==> src/sra_pkg.sv <==
// Shared constants for the special register access unit.
package sra_pkg;

  // ------------------------------------------------------------
  // Widths
  // ------------------------------------------------------------
  localparam int unsigned DATA_W = 32;
  localparam int unsigned PRI_W  = 8;
  localparam int unsigned EXP_W  = 10;

  // ------------------------------------------------------------
  // Selector groups (selector bits 7:3) and members (bits 2:0)
  // ------------------------------------------------------------
  localparam logic [4:0] GRP_STATUS = 5'h00;
  localparam logic [4:0] GRP_STACK  = 5'h01;
  localparam logic [4:0] GRP_MASK   = 5'h02;
  localparam logic [2:0] IDX_MAIN   = 3'h0;
  localparam logic [2:0] IDX_PROC   = 3'h1;
  localparam logic [2:0] IDX_BOOST  = 3'h0;
  localparam logic [2:0] IDX_BASE   = 3'h1;
  localparam logic [2:0] IDX_COND   = 3'h2;
  localparam logic [2:0] IDX_FAULT  = 3'h3;
  localparam logic [2:0] IDX_CTRL   = 3'h4;

  // ------------------------------------------------------------
  // Full selector values
  // ------------------------------------------------------------
  localparam logic [7:0] SEL_FLAGS  = 8'h00;
  localparam logic [7:0] SEL_FULL   = 8'h03;
  localparam logic [7:0] SEL_INT    = 8'h05;
  localparam logic [7:0] SEL_EXEC   = 8'h07;
  localparam logic [7:0] SEL_MSP    = 8'h08;
  localparam logic [7:0] SEL_PSP    = 8'h09;
  localparam logic [7:0] SEL_BOOST  = 8'h10;
  localparam logic [7:0] SEL_CTRL   = 8'h14;

  // ------------------------------------------------------------
  // Destinations that make a read unpredictable
  // ------------------------------------------------------------
  localparam logic [3:0] RD_SP = 4'hd;
  localparam logic [3:0] RD_PC = 4'hf;

  // ------------------------------------------------------------
  // Field positions in the read result
  // ------------------------------------------------------------
  localparam int unsigned FLAGS_HI = 31;
  localparam int unsigned FLAGS_LO = 27;
  localparam int unsigned INT_HI   = 8;

  // ------------------------------------------------------------
  // Reset values and priority levels
  // ------------------------------------------------------------
  localparam logic             BOOST_RST = 1'b0;
  localparam logic [7:0]       BASE_RST  = 8'h00;
  localparam logic             FAULT_RST = 1'b0;
  localparam logic [1:0]       CTRL_RST  = 2'h0;
  localparam logic signed [9:0] PRI_HARD  = 10'sh3ff;
  localparam logic signed [9:0] PRI_BOOST = 10'sh000;

endpackage : sra_pkg

==> src/sra_preempt_cmp.sv <==
// Pre-emption compare of the base priority mask against a priority level.
`timescale 1ns/1ps

module sra_preempt_cmp (
  // Priorities
  input  wire logic [7:0] base_pri,
  input  wire logic [7:0] stream_pri,
  // Grouping point
  input  wire logic [2:0] group_point,
  // Result
  output logic            masked
);

  logic [7:0] keep;

  // ------------------------------------------------------------
  // Pre-emption field select
  // ------------------------------------------------------------
  // Bits at or below the grouping point are sub-priority and never take part, except bit 7, which always takes part.
  for (genvar i = 0; i < 8; i++) begin : g_keep
    assign keep[i] = (3'(i) > group_point) || (i == 7);
  end

  // Zero in the base register disables masking altogether.
  assign masked = (base_pri != 8'h00) &&
                  ((stream_pri & keep) > (base_pri & keep));

endmodule : sra_preempt_cmp

==> src/sra_unit.sv <==
// Special register access unit: mask change, special read, mask writes.
`timescale 1ns/1ps
//
// Summary of operation
// - Effect bit 0 clears the chosen masks, effect bit 1 sets them.
// - Privileged clear form clears interrupt and fault masks as flagged.
// - Set form sets interrupt mask; fault mask only above hard fault level.
// - Unprivileged attempts to change either mask are ignored.
// - Read is unpredictable for destination 13 or 15 or unused selectors.
// - Selectors 0-3 and 5-7 read status views; 3 is the full composite.
// - Result starts at zero; bit 0 plus privilege places interrupt status.
// - Every status selector reads execution status as zero in 26:24 and 15:10.
// - Selector bit 2 clear copies condition flags into bits 31:27.
// - Selectors 8 and 9 give stack pointers when privileged, else zero.
// - Selector 16 reads interrupt mask when privileged; set mask raises priority to 0.
// - Selector 17 reads base priority when privileged; zero disables it.
// - Nonzero base priority masks only numerically higher priority levels.
// - Base priority compares the pre-emption part of the priority and always bit 7.
// - Selector 18 reads as the base priority register.
// - Writes through selector 18 are conditional.
// - Conditional write accepts when current is 0 or new is lower; never 0.
// - Selector 19 reads fault mask when privileged; set mask raises priority to -1.
// - Fault mask clears on non-NMI exception return; set above -1 only.
// - Selector 20 reads control bits 1:0 in any mode; bit 0 resets to 0.
// - Control bit 1 picks the stack; handler mode cannot set it.

module sra_unit (
  // Clock and reset
  input  wire logic              core_clk,
  input  wire logic              reset_n,
  // Mask change instruction
  input  wire logic              mask_change_valid,
  input  wire logic              effect_bit,
  input  wire logic              interrupt_mask_flag,
  input  wire logic              fault_mask_flag,
  // Special read instruction
  input  wire logic              read_valid,
  input  wire logic [3:0]        read_dest,
  input  wire logic [7:0]        read_sel,
  // Special write instruction, mask and control targets
  input  wire logic              write_valid,
  input  wire logic [7:0]        write_sel,
  input  wire logic [31:0]       write_data,
  // Core context
  input  wire logic              privileged,
  input  wire logic              handler_mode,
  input  wire logic signed [9:0] exec_priority,
  input  wire logic              exc_return,
  input  wire logic              exc_return_nmi,
  input  wire logic [4:0]        flags_in,
  input  wire logic [8:0]        int_status,
  input  wire logic [31:0]       main_sp,
  input  wire logic [31:0]       process_sp,
  input  wire logic [2:0]        group_point,
  input  wire logic [7:0]        stream_priority,
  // Read result
  output logic [31:0]            read_data,
  output logic                   read_done,
  output logic                   read_unpredictable,
  // Mask and control state
  output logic                   priority_boost_mask,
  output logic [7:0]             base_priority_mask,
  output logic                   fault_level_mask,
  output logic [1:0]             special_control,
  // Priority effects
  output logic                   ceiling_active,
  output logic signed [9:0]      ceiling_level,
  output logic                   base_masking
);

  logic              boost_q;
  logic              boost_d;
  logic [7:0]        base_q;
  logic [7:0]        base_d;
  logic              fault_q;
  logic              fault_d;
  logic [1:0]        ctrl_q;
  logic [1:0]        ctrl_d;
  logic [31:0]       rdata_q;
  logic [31:0]       rdata_d;
  logic              done_q;
  logic              done_d;
  logic              unpred_q;
  logic              unpred_d;
  logic              ceil_act_q;
  logic              ceil_act_d;
  logic signed [9:0] ceil_lvl_q;
  logic signed [9:0] ceil_lvl_d;
  logic              bmask_q;
  logic              bmask_d;
  logic              cmp_masked;
  logic              above_hard;
  logic [7:0]        new_pri;

  assign above_hard = exec_priority > sra_pkg::PRI_HARD;
  assign new_pri    = write_data[7:0];

  // ------------------------------------------------------------
  // Base priority masking compare
  // ------------------------------------------------------------
  sra_preempt_cmp u_cmp (
    .base_pri    (base_q),
    .stream_pri  (stream_priority),
    .group_point (group_point),
    .masked      (cmp_masked)
  );

  // ------------------------------------------------------------
  // Mask and control next state
  // ------------------------------------------------------------
  // The return clear is applied first so that a set in the same cycle wins.
  always_comb begin
    boost_d = boost_q;
    base_d  = base_q;
    fault_d = fault_q;
    ctrl_d  = ctrl_q;
    if (exc_return && !exc_return_nmi) begin
      fault_d = 1'b0;
    end
    if (mask_change_valid && privileged) begin
      if (!effect_bit) begin
        if (interrupt_mask_flag) begin
          boost_d = 1'b0;
        end
        if (fault_mask_flag) begin
          fault_d = 1'b0;
        end
      end else begin
        if (interrupt_mask_flag) begin
          boost_d = 1'b1;
        end
        if (fault_mask_flag && above_hard) begin
          fault_d = 1'b1;
        end
      end
    end
    if (write_valid && privileged && write_sel[7:3] == sra_pkg::GRP_MASK) begin
      unique case (write_sel[2:0])
        sra_pkg::IDX_BOOST: boost_d = write_data[0];
        sra_pkg::IDX_BASE:  base_d  = new_pri;
        sra_pkg::IDX_COND: begin
          // Only ever raises the mask; a zero value cannot disable it here.
          if (new_pri != 8'h00 &&
              (new_pri < base_q || base_q == 8'h00)) begin
            base_d = new_pri;
          end
        end
        sra_pkg::IDX_FAULT: begin
          if (above_hard) begin
            fault_d = write_data[0];
          end
        end
        sra_pkg::IDX_CTRL: begin
          ctrl_d[0] = write_data[0];
          if (!handler_mode) begin
            ctrl_d[1] = write_data[1];
          end
        end
        default: ;
      endcase
    end
  end

  always_ff @(posedge core_clk or negedge reset_n) begin
    if (!reset_n) begin
      boost_q <= sra_pkg::BOOST_RST;
      base_q  <= sra_pkg::BASE_RST;
      fault_q <= sra_pkg::FAULT_RST;
      ctrl_q  <= sra_pkg::CTRL_RST;
    end else begin
      boost_q <= boost_d;
      base_q  <= base_d;
      fault_q <= fault_d;
      ctrl_q  <= ctrl_d;
    end
  end

  // ------------------------------------------------------------
  // Special read next state
  // ------------------------------------------------------------
  always_comb begin
    rdata_d  = rdata_q;
    done_d   = read_valid;
    unpred_d = unpred_q;
    if (read_valid) begin
      rdata_d  = 32'h0000_0000;
      unpred_d = (read_dest == sra_pkg::RD_SP) || (read_dest == sra_pkg::RD_PC) ||
                 !((read_sel <= sra_pkg::SEL_FULL) ||
                   (read_sel >= sra_pkg::SEL_INT && read_sel <= sra_pkg::SEL_PSP) ||
                   (read_sel >= sra_pkg::SEL_BOOST &&
                    read_sel <= sra_pkg::SEL_CTRL));
      unique case (read_sel[7:3])
        sra_pkg::GRP_STATUS: begin
          if (read_sel[0] && privileged) begin
            rdata_d[sra_pkg::INT_HI:0] = int_status;
          end
          // Execution status fields stay zero for every status selector.
          if (!read_sel[2]) begin
            rdata_d[sra_pkg::FLAGS_HI:sra_pkg::FLAGS_LO] = flags_in;
          end
        end
        sra_pkg::GRP_STACK: begin
          if (privileged) begin
            if (read_sel[2:0] == sra_pkg::IDX_MAIN) begin
              rdata_d = main_sp;
            end else if (read_sel[2:0] == sra_pkg::IDX_PROC) begin
              rdata_d = process_sp;
            end
          end
        end
        sra_pkg::GRP_MASK: begin
          unique case (read_sel[2:0])
            sra_pkg::IDX_BOOST: rdata_d[0] = privileged && boost_q;
            sra_pkg::IDX_BASE,
            sra_pkg::IDX_COND: begin
              if (privileged) begin
                rdata_d[7:0] = base_q;
              end
            end
            sra_pkg::IDX_FAULT: rdata_d[0] = privileged && fault_q;
            sra_pkg::IDX_CTRL:  rdata_d[1:0] = ctrl_q;
            default: ;
          endcase
        end
        default: ;
      endcase
    end
  end

  always_ff @(posedge core_clk or negedge reset_n) begin
    if (!reset_n) begin
      rdata_q  <= 32'h0000_0000;
      done_q   <= 1'b0;
      unpred_q <= 1'b0;
    end else begin
      rdata_q  <= rdata_d;
      done_q   <= done_d;
      unpred_q <= unpred_d;
    end
  end

  // ------------------------------------------------------------
  // Priority effects
  // ------------------------------------------------------------
  // Taken from the next mask values so the ceiling moves with the mask.
  always_comb begin
    ceil_act_d = fault_d || boost_d;
    ceil_lvl_d = sra_pkg::PRI_BOOST;
    if (fault_d) begin
      ceil_lvl_d = sra_pkg::PRI_HARD;
    end
    bmask_d = cmp_masked;
  end

  always_ff @(posedge core_clk or negedge reset_n) begin
    if (!reset_n) begin
      ceil_act_q <= 1'b0;
      ceil_lvl_q <= sra_pkg::PRI_BOOST;
      bmask_q    <= 1'b0;
    end else begin
      ceil_act_q <= ceil_act_d;
      ceil_lvl_q <= ceil_lvl_d;
      bmask_q    <= bmask_d;
    end
  end

  assign read_data           = rdata_q;
  assign read_done           = done_q;
  assign read_unpredictable  = unpred_q;
  assign priority_boost_mask = boost_q;
  assign base_priority_mask  = base_q;
  assign fault_level_mask    = fault_q;
  assign special_control     = ctrl_q;
  assign ceiling_active      = ceil_act_q;
  assign ceiling_level       = ceil_lvl_q;
  assign base_masking        = bmask_q;
endmodule : sra_unit

==> config.mk <==
export PLATFORM = sky130hd
export DESIGN_NAME = sra_unit
export DESIGN_NICKNAME = d
export VERILOG_FILES = /design/src/sra_pkg.sv /design/src/sra_preempt_cmp.sv /design/src/sra_unit.sv
export SDC_FILE = /design/constraint.sdc
export NUM_CORES = 1
export LEC_CHECK = 0
export ABC_AREA = 1
export BUFFER_PORTS_ARGS = -buffer_cell sky130_fd_sc_hd__buf_4
export CORE_AREA = 3 3 89 91
export CTS_BUF_LIST = sky130_fd_sc_hd__clkbuf_8 sky130_fd_sc_hd__clkbuf_16
export DETAILED_ROUTE_END_ITERATION = 10
export DIE_AREA = 0 0 92 94
export MAX_ROUTING_LAYER = met4
export PLACE_DENSITY = 0.89
export SYNTH_ARGS = -nofsm -noshare
export SYNTH_HDL_FRONTEND = slang
export SYNTH_SLANG_ARGS = --single-unit
==> constraint.sdc <==
create_clock -name core_clk -period 2.6 [get_ports core_clk]
set_input_delay 0.78 -clock core_clk [delete_from_list [all_inputs] [get_ports core_clk]]
set_output_delay 0.78 -clock core_clk [all_outputs]
set_load 0.005 [all_outputs]
# Word-level counts from Yosys, hierarchy flattened
# Index checks and enable logic that the tools add are counted.
[op_classes]
order_cmp = 15
eq_ne = 14
n_mux = 30
bitwise_logic = 3
n_reduce_logical = 31
[op_table]
columns = ["operator", "count"]
rows = [
  ["$mux 32", 3],
  ["$pmux 8 s3", 1],
  ["$mux 18", 1],
  ["$and 8x8->8", 2],
  ["$mux 8", 2],
  ["$pmux 8 s2", 1],
  ["$reduce_bool 8->1", 2],
  ["$mux 1", 14],
  ["$eq 3x2->1 const B", 4],
  ["$logic_and 1x1->1", 12],
  ["$eq 5x2->1 const B", 2],
  ["$gt 10x1->1 const B", 1],
  ["$mux 10", 1],
  ["$pmux 5 s2", 1],
  ["$gt 3x3->1 const A", 3],
  ["$mux 9", 1],
  ["$eq 4x4->1 const B", 2],
  ["$ge 8x3->1 const B", 1],
  ["$ge 8x5->1 const B", 1],
  ["$gt 8x8->1", 1],
  ["$le 8x2->1 const B", 1],
  ["$le 8x4->1 const B", 1],
  ["$le 8x5->1 const B", 1],
  ["$logic_not 8->1", 1],
  ["other kinds (20)", 33],
]
[word_totals]
regBits = 58
inputBits = 163
output_inout_bits = 58
elab_cells = 104

# Logic depth before layout (Yosys ltp)
# Gate-level depths: netlist (run 1).
[logic_depth]
word_depth = 10
mapped_depth = 14
depth_no_buf = 14

# Modules after synthesis
# From an unflattened synthesis (run 1), not the netlist that was laid out.
[unflattened]
cells_unflattened = 470
hier_area_um2 = 3363.2
[modules_own_cells]
columns = ["mod", "n_inst", "cells_each", "area_each_um2", "seq_area_each_um2"]
rows = [
  ["sra_unit", 1, 411, 3039.2, 1201.2],
  ["sra_preempt_cmp", 1, 59, 324.1, 0.0],
]

# Worst setup path after synthesis (run 1)
# Ideal clock, no wire load.
[synth_timing]
path_kind = "input -> register"
startpoint = "in group_point[1]"
endpoint = "reg bmask_q (netlist: base_masking)"
setup_time_ps = 120
t_arrival_ps = 1924
required_time_ps = 2480
setup_slack_ps = 557
cell_stages = 8
n_path_buf = 0
path_cell_list = "nor2_1 a21oi_1 or2_2 ha_1 a21oi_1 o21ai_0 a21oi_1 nor2_1"
[synth_via]
elab_chain_cells = 4
elab_cells_between_ends = 11
cone_classes = "8 x order compare; 2 x bitwise; 1 x reduce/logical"
[synth_lines]
columns = ["element", "line", "rtl"]
rows = [
  ["start, declared", "sra_unit.sv:54", "input wire logic [2:0] group_point,"],
  ["$gt 1x3->1 (tied with other cells)", "sra_preempt_cmp.sv:21", "assign keep[i] = (3'(i) > group_point) || (i == 7);"],
  ["$and 8x8->8", "sra_preempt_cmp.sv:26", "((stream_pri & keep) > (base_pri & keep));"],
  ["$gt 8x8->1 (*)", "sra_preempt_cmp.sv:26", ""],
  ["$logic_and 1x1->1 (*)", "sra_preempt_cmp.sv:25", "assign masked = (base_pri != 8'h00) &&"],
  ["net bmask_d", "sra_unit.sv:90", "logic bmask_d;"],
  ["end signal, assigned", "sra_unit.sv:263", "bmask_q <= bmask_d;"],
  ["end, declared", "sra_unit.sv:89", "logic bmask_q;"],
]
# The timed path passes the listed nets; every way through them passes the cells marked *.
# A chain may end at the register's enable or synchronous reset.

# Final worst setup path (run 1)
# Ends and elaborated chain as after synthesis.

==> results_dict.tcl, run 1 <==
set metrics [dict create \
    hold_start "read_data[6]" \
    cp-end-kind "register" \
    ys.flop_type "dfrtp_1" \
    seq_area_frac_synth_pct 36.3 \
    synth_area_leader_cell "dfrtp_1" \
    post-route-util_pct 66.7 \
    finalClockSkew_ns 0.00919 \
    power.leakage_nw 2.64 \
    ctsHoldBuffers 0 \
    synth_edf_count 0 \
    vias 3779 \
    synthTopCellsByArea "dfrtp_1, nand2_1, nand3_1" \
    cts.clk_slew.worst_paths_ns 0.09 \
    grtUsageTotal_pct 25.5 \
    grt_pass1_wl_um 17300 \
    rows 31 \
    io_buffers 185 \
    tightestPinTransition_ns 0.613 \
    final_hold_viol_count 0 \
    initial_utilization_pct 45.8 \
    grt_max_degree 49 \
    required_ns 2.79 \
    nets 811 \
    wire_per_inst_um 14.9 \
    wl_um 10900 \
    drv_slew 0 \
    p_per_area_nw_per_um2 345 \
    drv_cap 0 \
    ir_drop_uv 225 \
    via_per_inst 5.16 \
    cts_resized 0 \
    syn_area_um2 3310 \
    ys.warnings.count 0 \
    fin_crit_ns 2.02 \
    die_w_um 92 \
    cts_max_level 2 \
    clockRootBuffer "clkbuf_8" \
    holdPathStages 2 \
    postCtsSetupRepairBufs 0 \
    grt_overflow 0 \
    numCtsBuffers 5 \
    synth_most_common_cell "nand2_1" \
    drt_iter0_drc 155 \
    antenna_found_initial 0 \
    finalSetupTns_ns 0 \
    drc_errors 0 \
    seq_area_um2 1200 \
    synth.avg_cell_area_um2 7.20 \
    ys_ff_latch 48 \
    setup_viol 0 \
    cts_buffer_depth 2 \
    synth_fp_nets 637 \
    grt_pass1_vias 3670 \
    synth_top_cell_area_share_pct 36.3 \
    cts_sinks 48 \
    r2r_end "base_priority_mask[7]" \
    num-fill-cells 640 \
    gp_congestion 0.919 \
    cts_tree "built" \
    worst_hold_path.endpoint "read_data[6]" \
    die_h_um 94 \
    hold_class "reg -> reg" \
    clock_latency_ns 0.29 \
    rrSetupSlack_ns 0.65 \
    max_freq_mhz 494 \
    core_area_um2 7210 \
    synth.distinct_cells 38 \
    path_max_fanout 4 \
    multi_input_area_um2 1710 \
    start_kind "input pin" \
    rsz0062_at_grt "no" \
    boundaryPins 221 \
    synth_cells 459 \
    worstSetupPathType "in -> reg" \
    max_slew_margin_pct 59.2 \
    worstPathArrival_ns 2.22 \
    area_growth_pct 45.6 \
    n_antenna_cell 0 \
    final_antenna_net_count 0 \
    drt_pass1_iterations 4 \
    place.detailed.hpwl_um 8710 \
    reg2regPathDepth 12 \
    drive_above_1_share_pct 33.5 \
    min_period_over_period_pct 77.9 \
    die_area_um2 8650 \
    synth-async-reset-ratio_pct 100 \
    status "completed" \
    synth_common_cells "nand2_1, inv_1, nand3_1, dfrtp_1, o21ai_0" \
    reg2reg_from "base_priority_mask[5]" \
]
## layout make-up
type	count	area share, %
multi-input cells	318	35.5
flip-flops and latches	48	25.0
repair buffers	194	30.3
well taps	99	2.57
clock buffers	5	1.43
clock inverters	2	0.182
inverters	66	5.15
## flip-flops by register name, indices dropped and copies added (netlist names)
| register | flops |
|---|---|
| read_data | 32 |
| ceiling_level | 1 |
| read_done | 1 |
| read_unpredictable | 1 |
| base_priority_mask | 8 |
| ceiling_active | 1 |
| special_control | 2 |
| base_masking | 1 |
| priority_boost_mask | 1 |
## metrics by stage
stage | cells | instance area (µm²) | hold slack (ns) | power [mW] | worst slack (ns)
after floorplan | 459 | 3310 | 0.472 | 0.990 | 0.557
after global placement | 725 | 4740 | 0.469 | 1.24 | 0.331
after detailed placement | 725 | 4740 | 0.472 | 1.26 | 0.263
after CTS | 732 | 4810 | 0.496 | 1.67 | 0.585
after global routing | 732 | 4810 | 0.510 | 1.76 | 0.430
final | 732 | 4810 | 0.489 | 1.66 | 0.575
## how the worst max path moves through the flow
stage | start | end | slack (ns) | depth (start not counted)
after detailed placement | group_point[1] | base_masking | 0.26 | 9
final | group_point[1] | base_masking | 0.58 | 9
after global placement | group_point[1] | base_masking | 0.33 | 9
after global routing | group_point[1] | base_masking | 0.43 | 9
after floorplan | group_point[1] | base_masking | 0.56 | 8
after CTS | group_point[1] | base_masking | 0.58 | 9
## power breakdown
part / leakage, nW / internal (mW) / switching [mW]
Clock: 0.0452 / 0.180 / 0.237
Sequential: 0.655 / 0.768 / 0.0241
Combinational: 1.94 / 0.236 / 0.213
Total: 2.64 / 1.18 / 0.475
## cells by family (layout without fill, tap and decap cells)
kind of cell             Yosys count  in the layout  synth area share (%)
buffers and inverters             93            267                  12.1
AND/OR/NAND/NOR                  217            217                  29.9
other                              2              2                 0.227
AO/OA/AOI/OAI                     84             84                  15.7
flip-flops                        48             48                  36.3
adder cells (fa/ha/maj)           15             15                  5.68
## routing by layer
metal  global-route usage [%]  up-vias  share of wire (%)
met5                        -        -                  0
met4                     4.70        0                1.4
met3                     4.89       17                8.3
met2                     47.0      163                 51
met1                     29.2     1743                 39
li1                         -     1856                  -
## cells in the final DEF, fill, tap and decap left out
cell / Yosys / layout
a22o_1: 18 / 18
nand2_2: 2 / 2
nor2_1: 18 / 17
dfrtp_1: 48 / 48
nor3_1: 2 / 2
o22ai_1: 1 / 1
inv_1: 65 / 66
clkbuf_8: 0 / 5
nor3_2: 1 / 1
clkinv_2: 0 / 1
nand2_4: 1 / 1
a31oi_1: 2 / 2
ha_1: 15 / 15
a32o_1: 1 / 1
o211ai_1: 7 / 7
and2_1: 2 / 2
o21ai_0: 43 / 43
o31ai_1: 1 / 1
nand3_2: 1 / 1
nand3_1: 59 / 59
buf_4: 10 / 194
a21oi_1: 10 / 10
conb_1: 2 / 2
nor3_4: 1 / 1
nand2_1: 113 / 113
nand4_1: 5 / 5
or2_2: 1 / 1
and3_1: 1 / 1
nor3b_2: 1 / 1
nor4_1: 5 / 5
o21bai_1: 1 / 1
nor2_4: 1 / 1
nand3b_1: 1 / 1
nor3b_1: 1 / 1
inv_2: 1 / 1
nor2_2: 1 / 2
## critical path: stages
cell     delay [ns]
buf_4          0.12
nor2_1         0.19
a21oi_1        0.08
or2_2          0.28
ha_1           0.29
a21oi_1        0.15
o21ai_0        0.12
a21oi_1        0.15
nor2_1         0.06
No activity file was read; power rests on OpenSTA's default activity.
==> inputs of run 2 (changes only) <==
ABC_AREA = 0   (was 1)
CORE_AREA = 3 3 91 93   (was 3 3 89 91)
DIE_AREA = 0 0 94 96   (was 0 0 92 94)
PLACE_DENSITY = 0.83   (was 0.89)
clock period = 2.1 ns   (was 2.6 ns; I/O delays follow)
==> results_dict.tcl, run 2 <==
set metrics [dict create \
    tightestPinTransition_ns 0.599 \
    cts.clk_slew.worst_paths_ns 0.10 \
    drt_pass1_iterations 5 \
    synth_cells 357 \
    syn_area_um2 3110 \
    max_slew_margin_pct 60.1 \
    num-fill-cells 669 \
    final_cell_mix "buf_4, dfrtp_1, inv_1" \
    synth.distinct_cells 51 \
    ir_drop_uv 246 \
    grt_max_degree 49 \
    drv_cap 0 \
    drive_above_1_share_pct 41.6 \
    cts_max_level 2 \
    place_area_um2 4710 \
    synth_edf_count 0 \
    cts_sinks 48 \
    die_area_um2 9020 \
    die_h_um 96 \
    grt_overflow 0 \
    grt_pass1_vias 3386 \
    p_per_area_nw_per_um2 418 \
    drc_errors 0 \
    synth-async-reset-ratio_pct 100 \
    via_per_inst 5.37 \
    reg2regPathDepth 6 \
    boundaryPins 221 \
    crit_chain "buf_4, or4b_4, nor4_4, nand4b_1, mux2_4, or2_1" \
    final_antenna_net_count 0 \
    grt_pass1_wl_um 16100 \
    hold_class "in -> async" \
    start_kind "input pin" \
    io_buffers 185 \
    nets 725 \
    placed_cells 641 \
    timing.final.ws_setup_ns 0.0688 \
    final_hold_viol_count 0 \
    dp_slack_ns -0.310 \
    core_area_um2 7610 \
    ys.warnings.count 0 \
    initial_utilization_pct 40.9 \
    clockRootBuffer "clkbuf_8" \
    fin_crit_ns 2.03 \
    min_period_over_period_pct 96.7 \
    synth_common_cells "dfrtp_1, inv_1, a22oi_1, o22ai_1, nand2_1" \
    clock_latency_ns 0.30 \
    r2r_end "base_priority_mask[3]" \
    setup_viol 0 \
    drv_slew 0 \
    worst_hold_slack_ns 0.324 \
    grtUsageTotal_pct 22.9 \
    n_antenna_cell 0 \
    status "completed" \
    rrSetupSlack_ns 0.25 \
    drt_iter0_drc 157 \
    cpMaxStageDelayCell "or4b_4" \
    cts_tree "built" \
    reg2reg_from "base_priority_mask[6]" \
    largest_reg_flops 32 \
    cts_buffer_depth 2 \
    max_freq_mhz 492 \
    cp-end-kind "register" \
    die_w_um 94 \
    fin_area_um2 4820 \
    worstSetupPathType "in -> reg" \
    seq_area_um2 1200 \
    synth.avg_cell_area_um2 8.72 \
    stdcell_count 650 \
    synthTopCellsByArea "dfrtp_1, a22oi_1, ha_1" \
    worstPathArrival_ns 2.22 \
    vias 3489 \
    synth_most_common_cell "dfrtp_1" \
    ys_ff_latch 48 \
    wl_um 10300 \
    required_ns 2.28 \
    path_max_fanout 2 \
    gp_congestion 0.794 \
    area_growth_pct 54.9 \
    antenna_found_initial 0 \
    cp_num_buf_inv 1 \
    synth_fp_nets 535 \
    crit_family "simple AND/OR/NAND/NOR gates" \
    synth_area_leader_cell "dfrtp_1" \
    rows 32 \
    seq_area_frac_synth_pct 38.6 \
    wire_per_inst_um 15.8 \
    ys.flop_type "dfrtp_1" \
    numCtsBuffers 5 \
    synth_top_cell_area_share_pct 38.6 \
    finalClockSkew_ns 0.00757 \
    ctsHoldBuffers 0 \
    cpPeakStageDelay_ns 0.55 \
    place.detailed.hpwl_um 8430 \
    power.leakage_nw 2.37 \
    final_common_cell "buf_4" \
    multi_input_area_um2 1600 \
]
[run 2: cell types whose count changed after synthesis, sizes merged, moves of 17 or more]
cell   delta
nand2    -91
o22ai    +25
o21ai    -29
nand3    -51
a22o     -17
a22oi    +30
inv      -19
[run 2: area by class of cell]
class | instances | area share [%]
Sequential cell | 48 | 24.9
Multi-Input combinational cell | 233 | 33.2
Tap cell | 102 | 2.65
Inverter | 47 | 3.66
Clock buffer | 6 | 1.71
Timing Repair Buffer | 212 | 33.5
Clock inverter | 2 | 0.311
[run 2: where the power goes]
| group | switching [mW] | leakage [nW] | internal [mW] |
|---|---|---|---|
| Combinational | 0.194 | 1.72 | 0.285 |
| Clock | 0.314 | 0.0434 | 0.267 |
| Sequential | 0.0147 | 0.613 | 0.941 |
[run 2: cell families (layout without fill, tap and decap cells)]
group	after synthesis	in the layout	synth area share (%)
compound gates	114	114	25.9
flops	48	48	38.6
xor+xnor	1	1	0.282
fa+ha+maj	15	15	6.03
other cells	2	2	0.241
mux	7	7	2.41
simple gates	94	94	16.1
buf+inv	76	267	10.5
[run 2: how the worst max path moves through the flow]
| stage | end | cells past startpoint | startpoint |
|---|---|---|---|
| 6_report | ceiling_active | 6 | write_sel[6] |
| 4_1_cts | base_priority_mask[3] | 7 | write_sel[6] |
| 2_1_floorplan | ceiling_active | 5 | write_sel[6] |
| 3_3_place_gp | ceiling_active | 6 | write_sel[6] |
| 3_5_place_dp | base_priority_mask[3] | 7 | write_sel[6] |
| 5_1_grt | base_priority_mask[7] | 8 | base_priority_mask[2] |
[run 2: metal layers]
layer  GRT usage [%]  routed length, µm  vias up
met5               -                  0        -
met4            6.26                174        0
met3            3.52                725       19
met2            42.0               5400      130
met1            26.1               3980     1656
li1                -                  -     1684
[run 2: what timing repair did]
action	in CTS	in global routing
endpoints found under the setup margin	0	8
resized for setup	0	2
setup buffers	0	1
[run 2: stage by stage]
step,util (%),setup TNS (ns),power [mW]
after CTS,63.2,0,2.03
after detailed placement,61.9,-2.88,1.46
after global placement,61.9,-2.05,1.44
after floorplan,-,-0.188,1.15
after global routing,63.4,-0.00736,2.12
final,63.4,0,2.02
[run 2: worst reg2reg max path, stage by stage, from the launching register on]
cell	delay, ns
dfrtp_1	0.39
buf_4	0.16
or4_1	0.50
nor2_1	0.20
o2111ai_1	0.15
buf_4	0.18
o221ai_1	0.19
==> inputs of run 3 (changes only) <==
PLACE_DENSITY = 0.91   (was 0.83)
==> results_dict.tcl, run 3 (synthesized netlist as in run 2, its figures left out) <==
set metrics [dict create \
    nets 726 \
    tightestPinTransition_ns 0.610 \
    drc_errors 0 \
    gr-usage-met1_pct 23.8 \
    initial_utilization_pct 40.9 \
    cpPeakStageDelay_ns 0.55 \
    die_area_um2 9020 \
    cts_sinks 48 \
    crit_start "write_sel[6]" \
    required_ns 2.28 \
    p_per_area_nw_per_um2 441 \
    seq_area_um2 1200 \
    die_h_um 96 \
    grt_util_met3_pct 3.60 \
    cts_buffer_depth 2 \
    die_w_um 94 \
    reg2regPathDepth 7 \
    grt_max_degree 49 \
    worstSetupPathType "in -> reg" \
    drv_slew 0 \
    final_hold_viol_count 0 \
    boundaryPins 221 \
    grt_pass1_wl_um 15800 \
    start_kind "input pin" \
    vias 3478 \
    place.detailed.hpwl_um 8410 \
    cts_tree "built" \
    finalClockSkew_ns 0.00440 \
    max_slew_margin_pct 59.4 \
    crit_chain "buf_4, or4b_4, nor4_4, nand4b_1, mux2_4, or2_1" \
    dp_slack_ns -0.305 \
    final_cell_mix "buf_4, inv_1, dfrtp_1" \
    grt_overflow 0 \
    cts.clk_slew.worst_paths_ns 0.09 \
    power.leakage_nw 2.39 \
    reg2reg_from "base_priority_mask[6]" \
    path_max_fanout 2 \
    max_freq_mhz 491 \
    rrSetupSlack_ns 0.16 \
    multi_input_area_um2 1600 \
    min_period_over_period_pct 97.0 \
    wire_per_inst_um 15.9 \
    via_per_inst 5.34 \
    final_antenna_net_count 0 \
    clock_latency_ns 0.30 \
    drive_above_1_share_pct 41.7 \
    final_common_cell "buf_4" \
    clockRootBuffer "clkbuf_8" \
    critPathCapture "ceiling_active" \
    cpMaxStageDelayCell "or4b_4" \
    top_usage_layer "met2" \
    worstPathArrival_ns 2.22 \
    drt_pass1_iterations 4 \
    cts_max_level 2 \
    n_antenna_cell 0 \
    grtUsageTotal_pct 22.7 \
    area_growth_pct 55.8 \
    io_buffers 185 \
    grt_pass1_vias 3435 \
    hold_class "in -> async" \
    num-fill-cells 664 \
    numCtsBuffers 5 \
    ir_drop_uv 254 \
    rows 32 \
    timing.final.ws_setup_ns 0.0626 \
    antenna_found_initial 0 \
    gp_congestion 0.820 \
    finalSetupTns_ns 0 \
    status "completed" \
    core_area_um2 7610 \
    drv_cap 0 \
    drt_iter0_drc 171 \
    fin_crit_ns 2.04 \
    r2r_end "base_priority_mask[0]" \
    met2_usage_pct 42.8 \
    cp-end-kind "register" \
    wl_um 10400 \
    setup_viol 0 \
    largest_reg_flops 32 \
]
-- run 3: worst max-delay path: cells and delay by family --
family                 cells  cell delay [ns]
buffers and inverters      1             0.11
muxes                      1             0.32
and+or+nand+nor            4             1.17
-- run 3: cell type report --
| type | count | share of cell area [%] |
|---|---|---|
| timing repair buffer | 213 | 33.5 |
| multi-input combinational | 233 | 32.9 |
| sequential | 48 | 24.8 |
| inverter | 47 | 3.64 |
| tap | 102 | 2.63 |
| clock buffer | 6 | 1.70 |
| clock inverter | 2 | 0.800 |
-- run 3: worst min path at each step --
stage                             from            endpoint  slack, ns  depth (start not counted)
global placement    special_control[0]  special_control[0]       0.50                          2
finish                         reset_n       read_data[11]       0.33                          1
CTS                            reset_n       read_data[11]       0.35                          1
detailed placement  special_control[0]  special_control[0]       0.51                          2
global route                   reset_n       read_data[10]       0.37                          1
floorplan                      reset_n        base_masking       0.33                          0
-- run 3: timing repair --
item,in CTS,in global routing
resized for setup,0,2
hold buffers,0,0
setup buffers,0,1
setup endpoints to repair,0,8
-- run 3: metal layers --
layer | wire, µm | up-vias
met5 | 0 | -
met1 | 3820 | 1628
met3 | 743 | 20
li1 | - | 1680
met4 | 250 | 0
met2 | 5570 | 150
-- run 3: per-stage QoR --
stage | hold WS, ns | power [mW] | instance area (µm²) | utilization (%) | instances
after global placement | 0.501 | 1.44 | 4720 | 62.0 | 642
after floorplan | 0.334 | 1.15 | 3110 | - | 357
final | 0.325 | 2.14 | 4850 | 63.7 | 651
after CTS | 0.346 | 2.16 | 4840 | 63.6 | 650
after global routing | 0.369 | 2.24 | 4850 | 63.7 | 651
after detailed placement | 0.512 | 1.46 | 4720 | 62.0 | 642
-- run 3: where the power goes --
| part | leakage, nW | internal [mW] | switching, mW |
|---|---|---|---|
| clock | 0.0614 | 0.389 | 0.309 |
| combinational | 1.72 | 0.286 | 0.196 |
| sequential | 0.613 | 0.941 | 0.0145 |
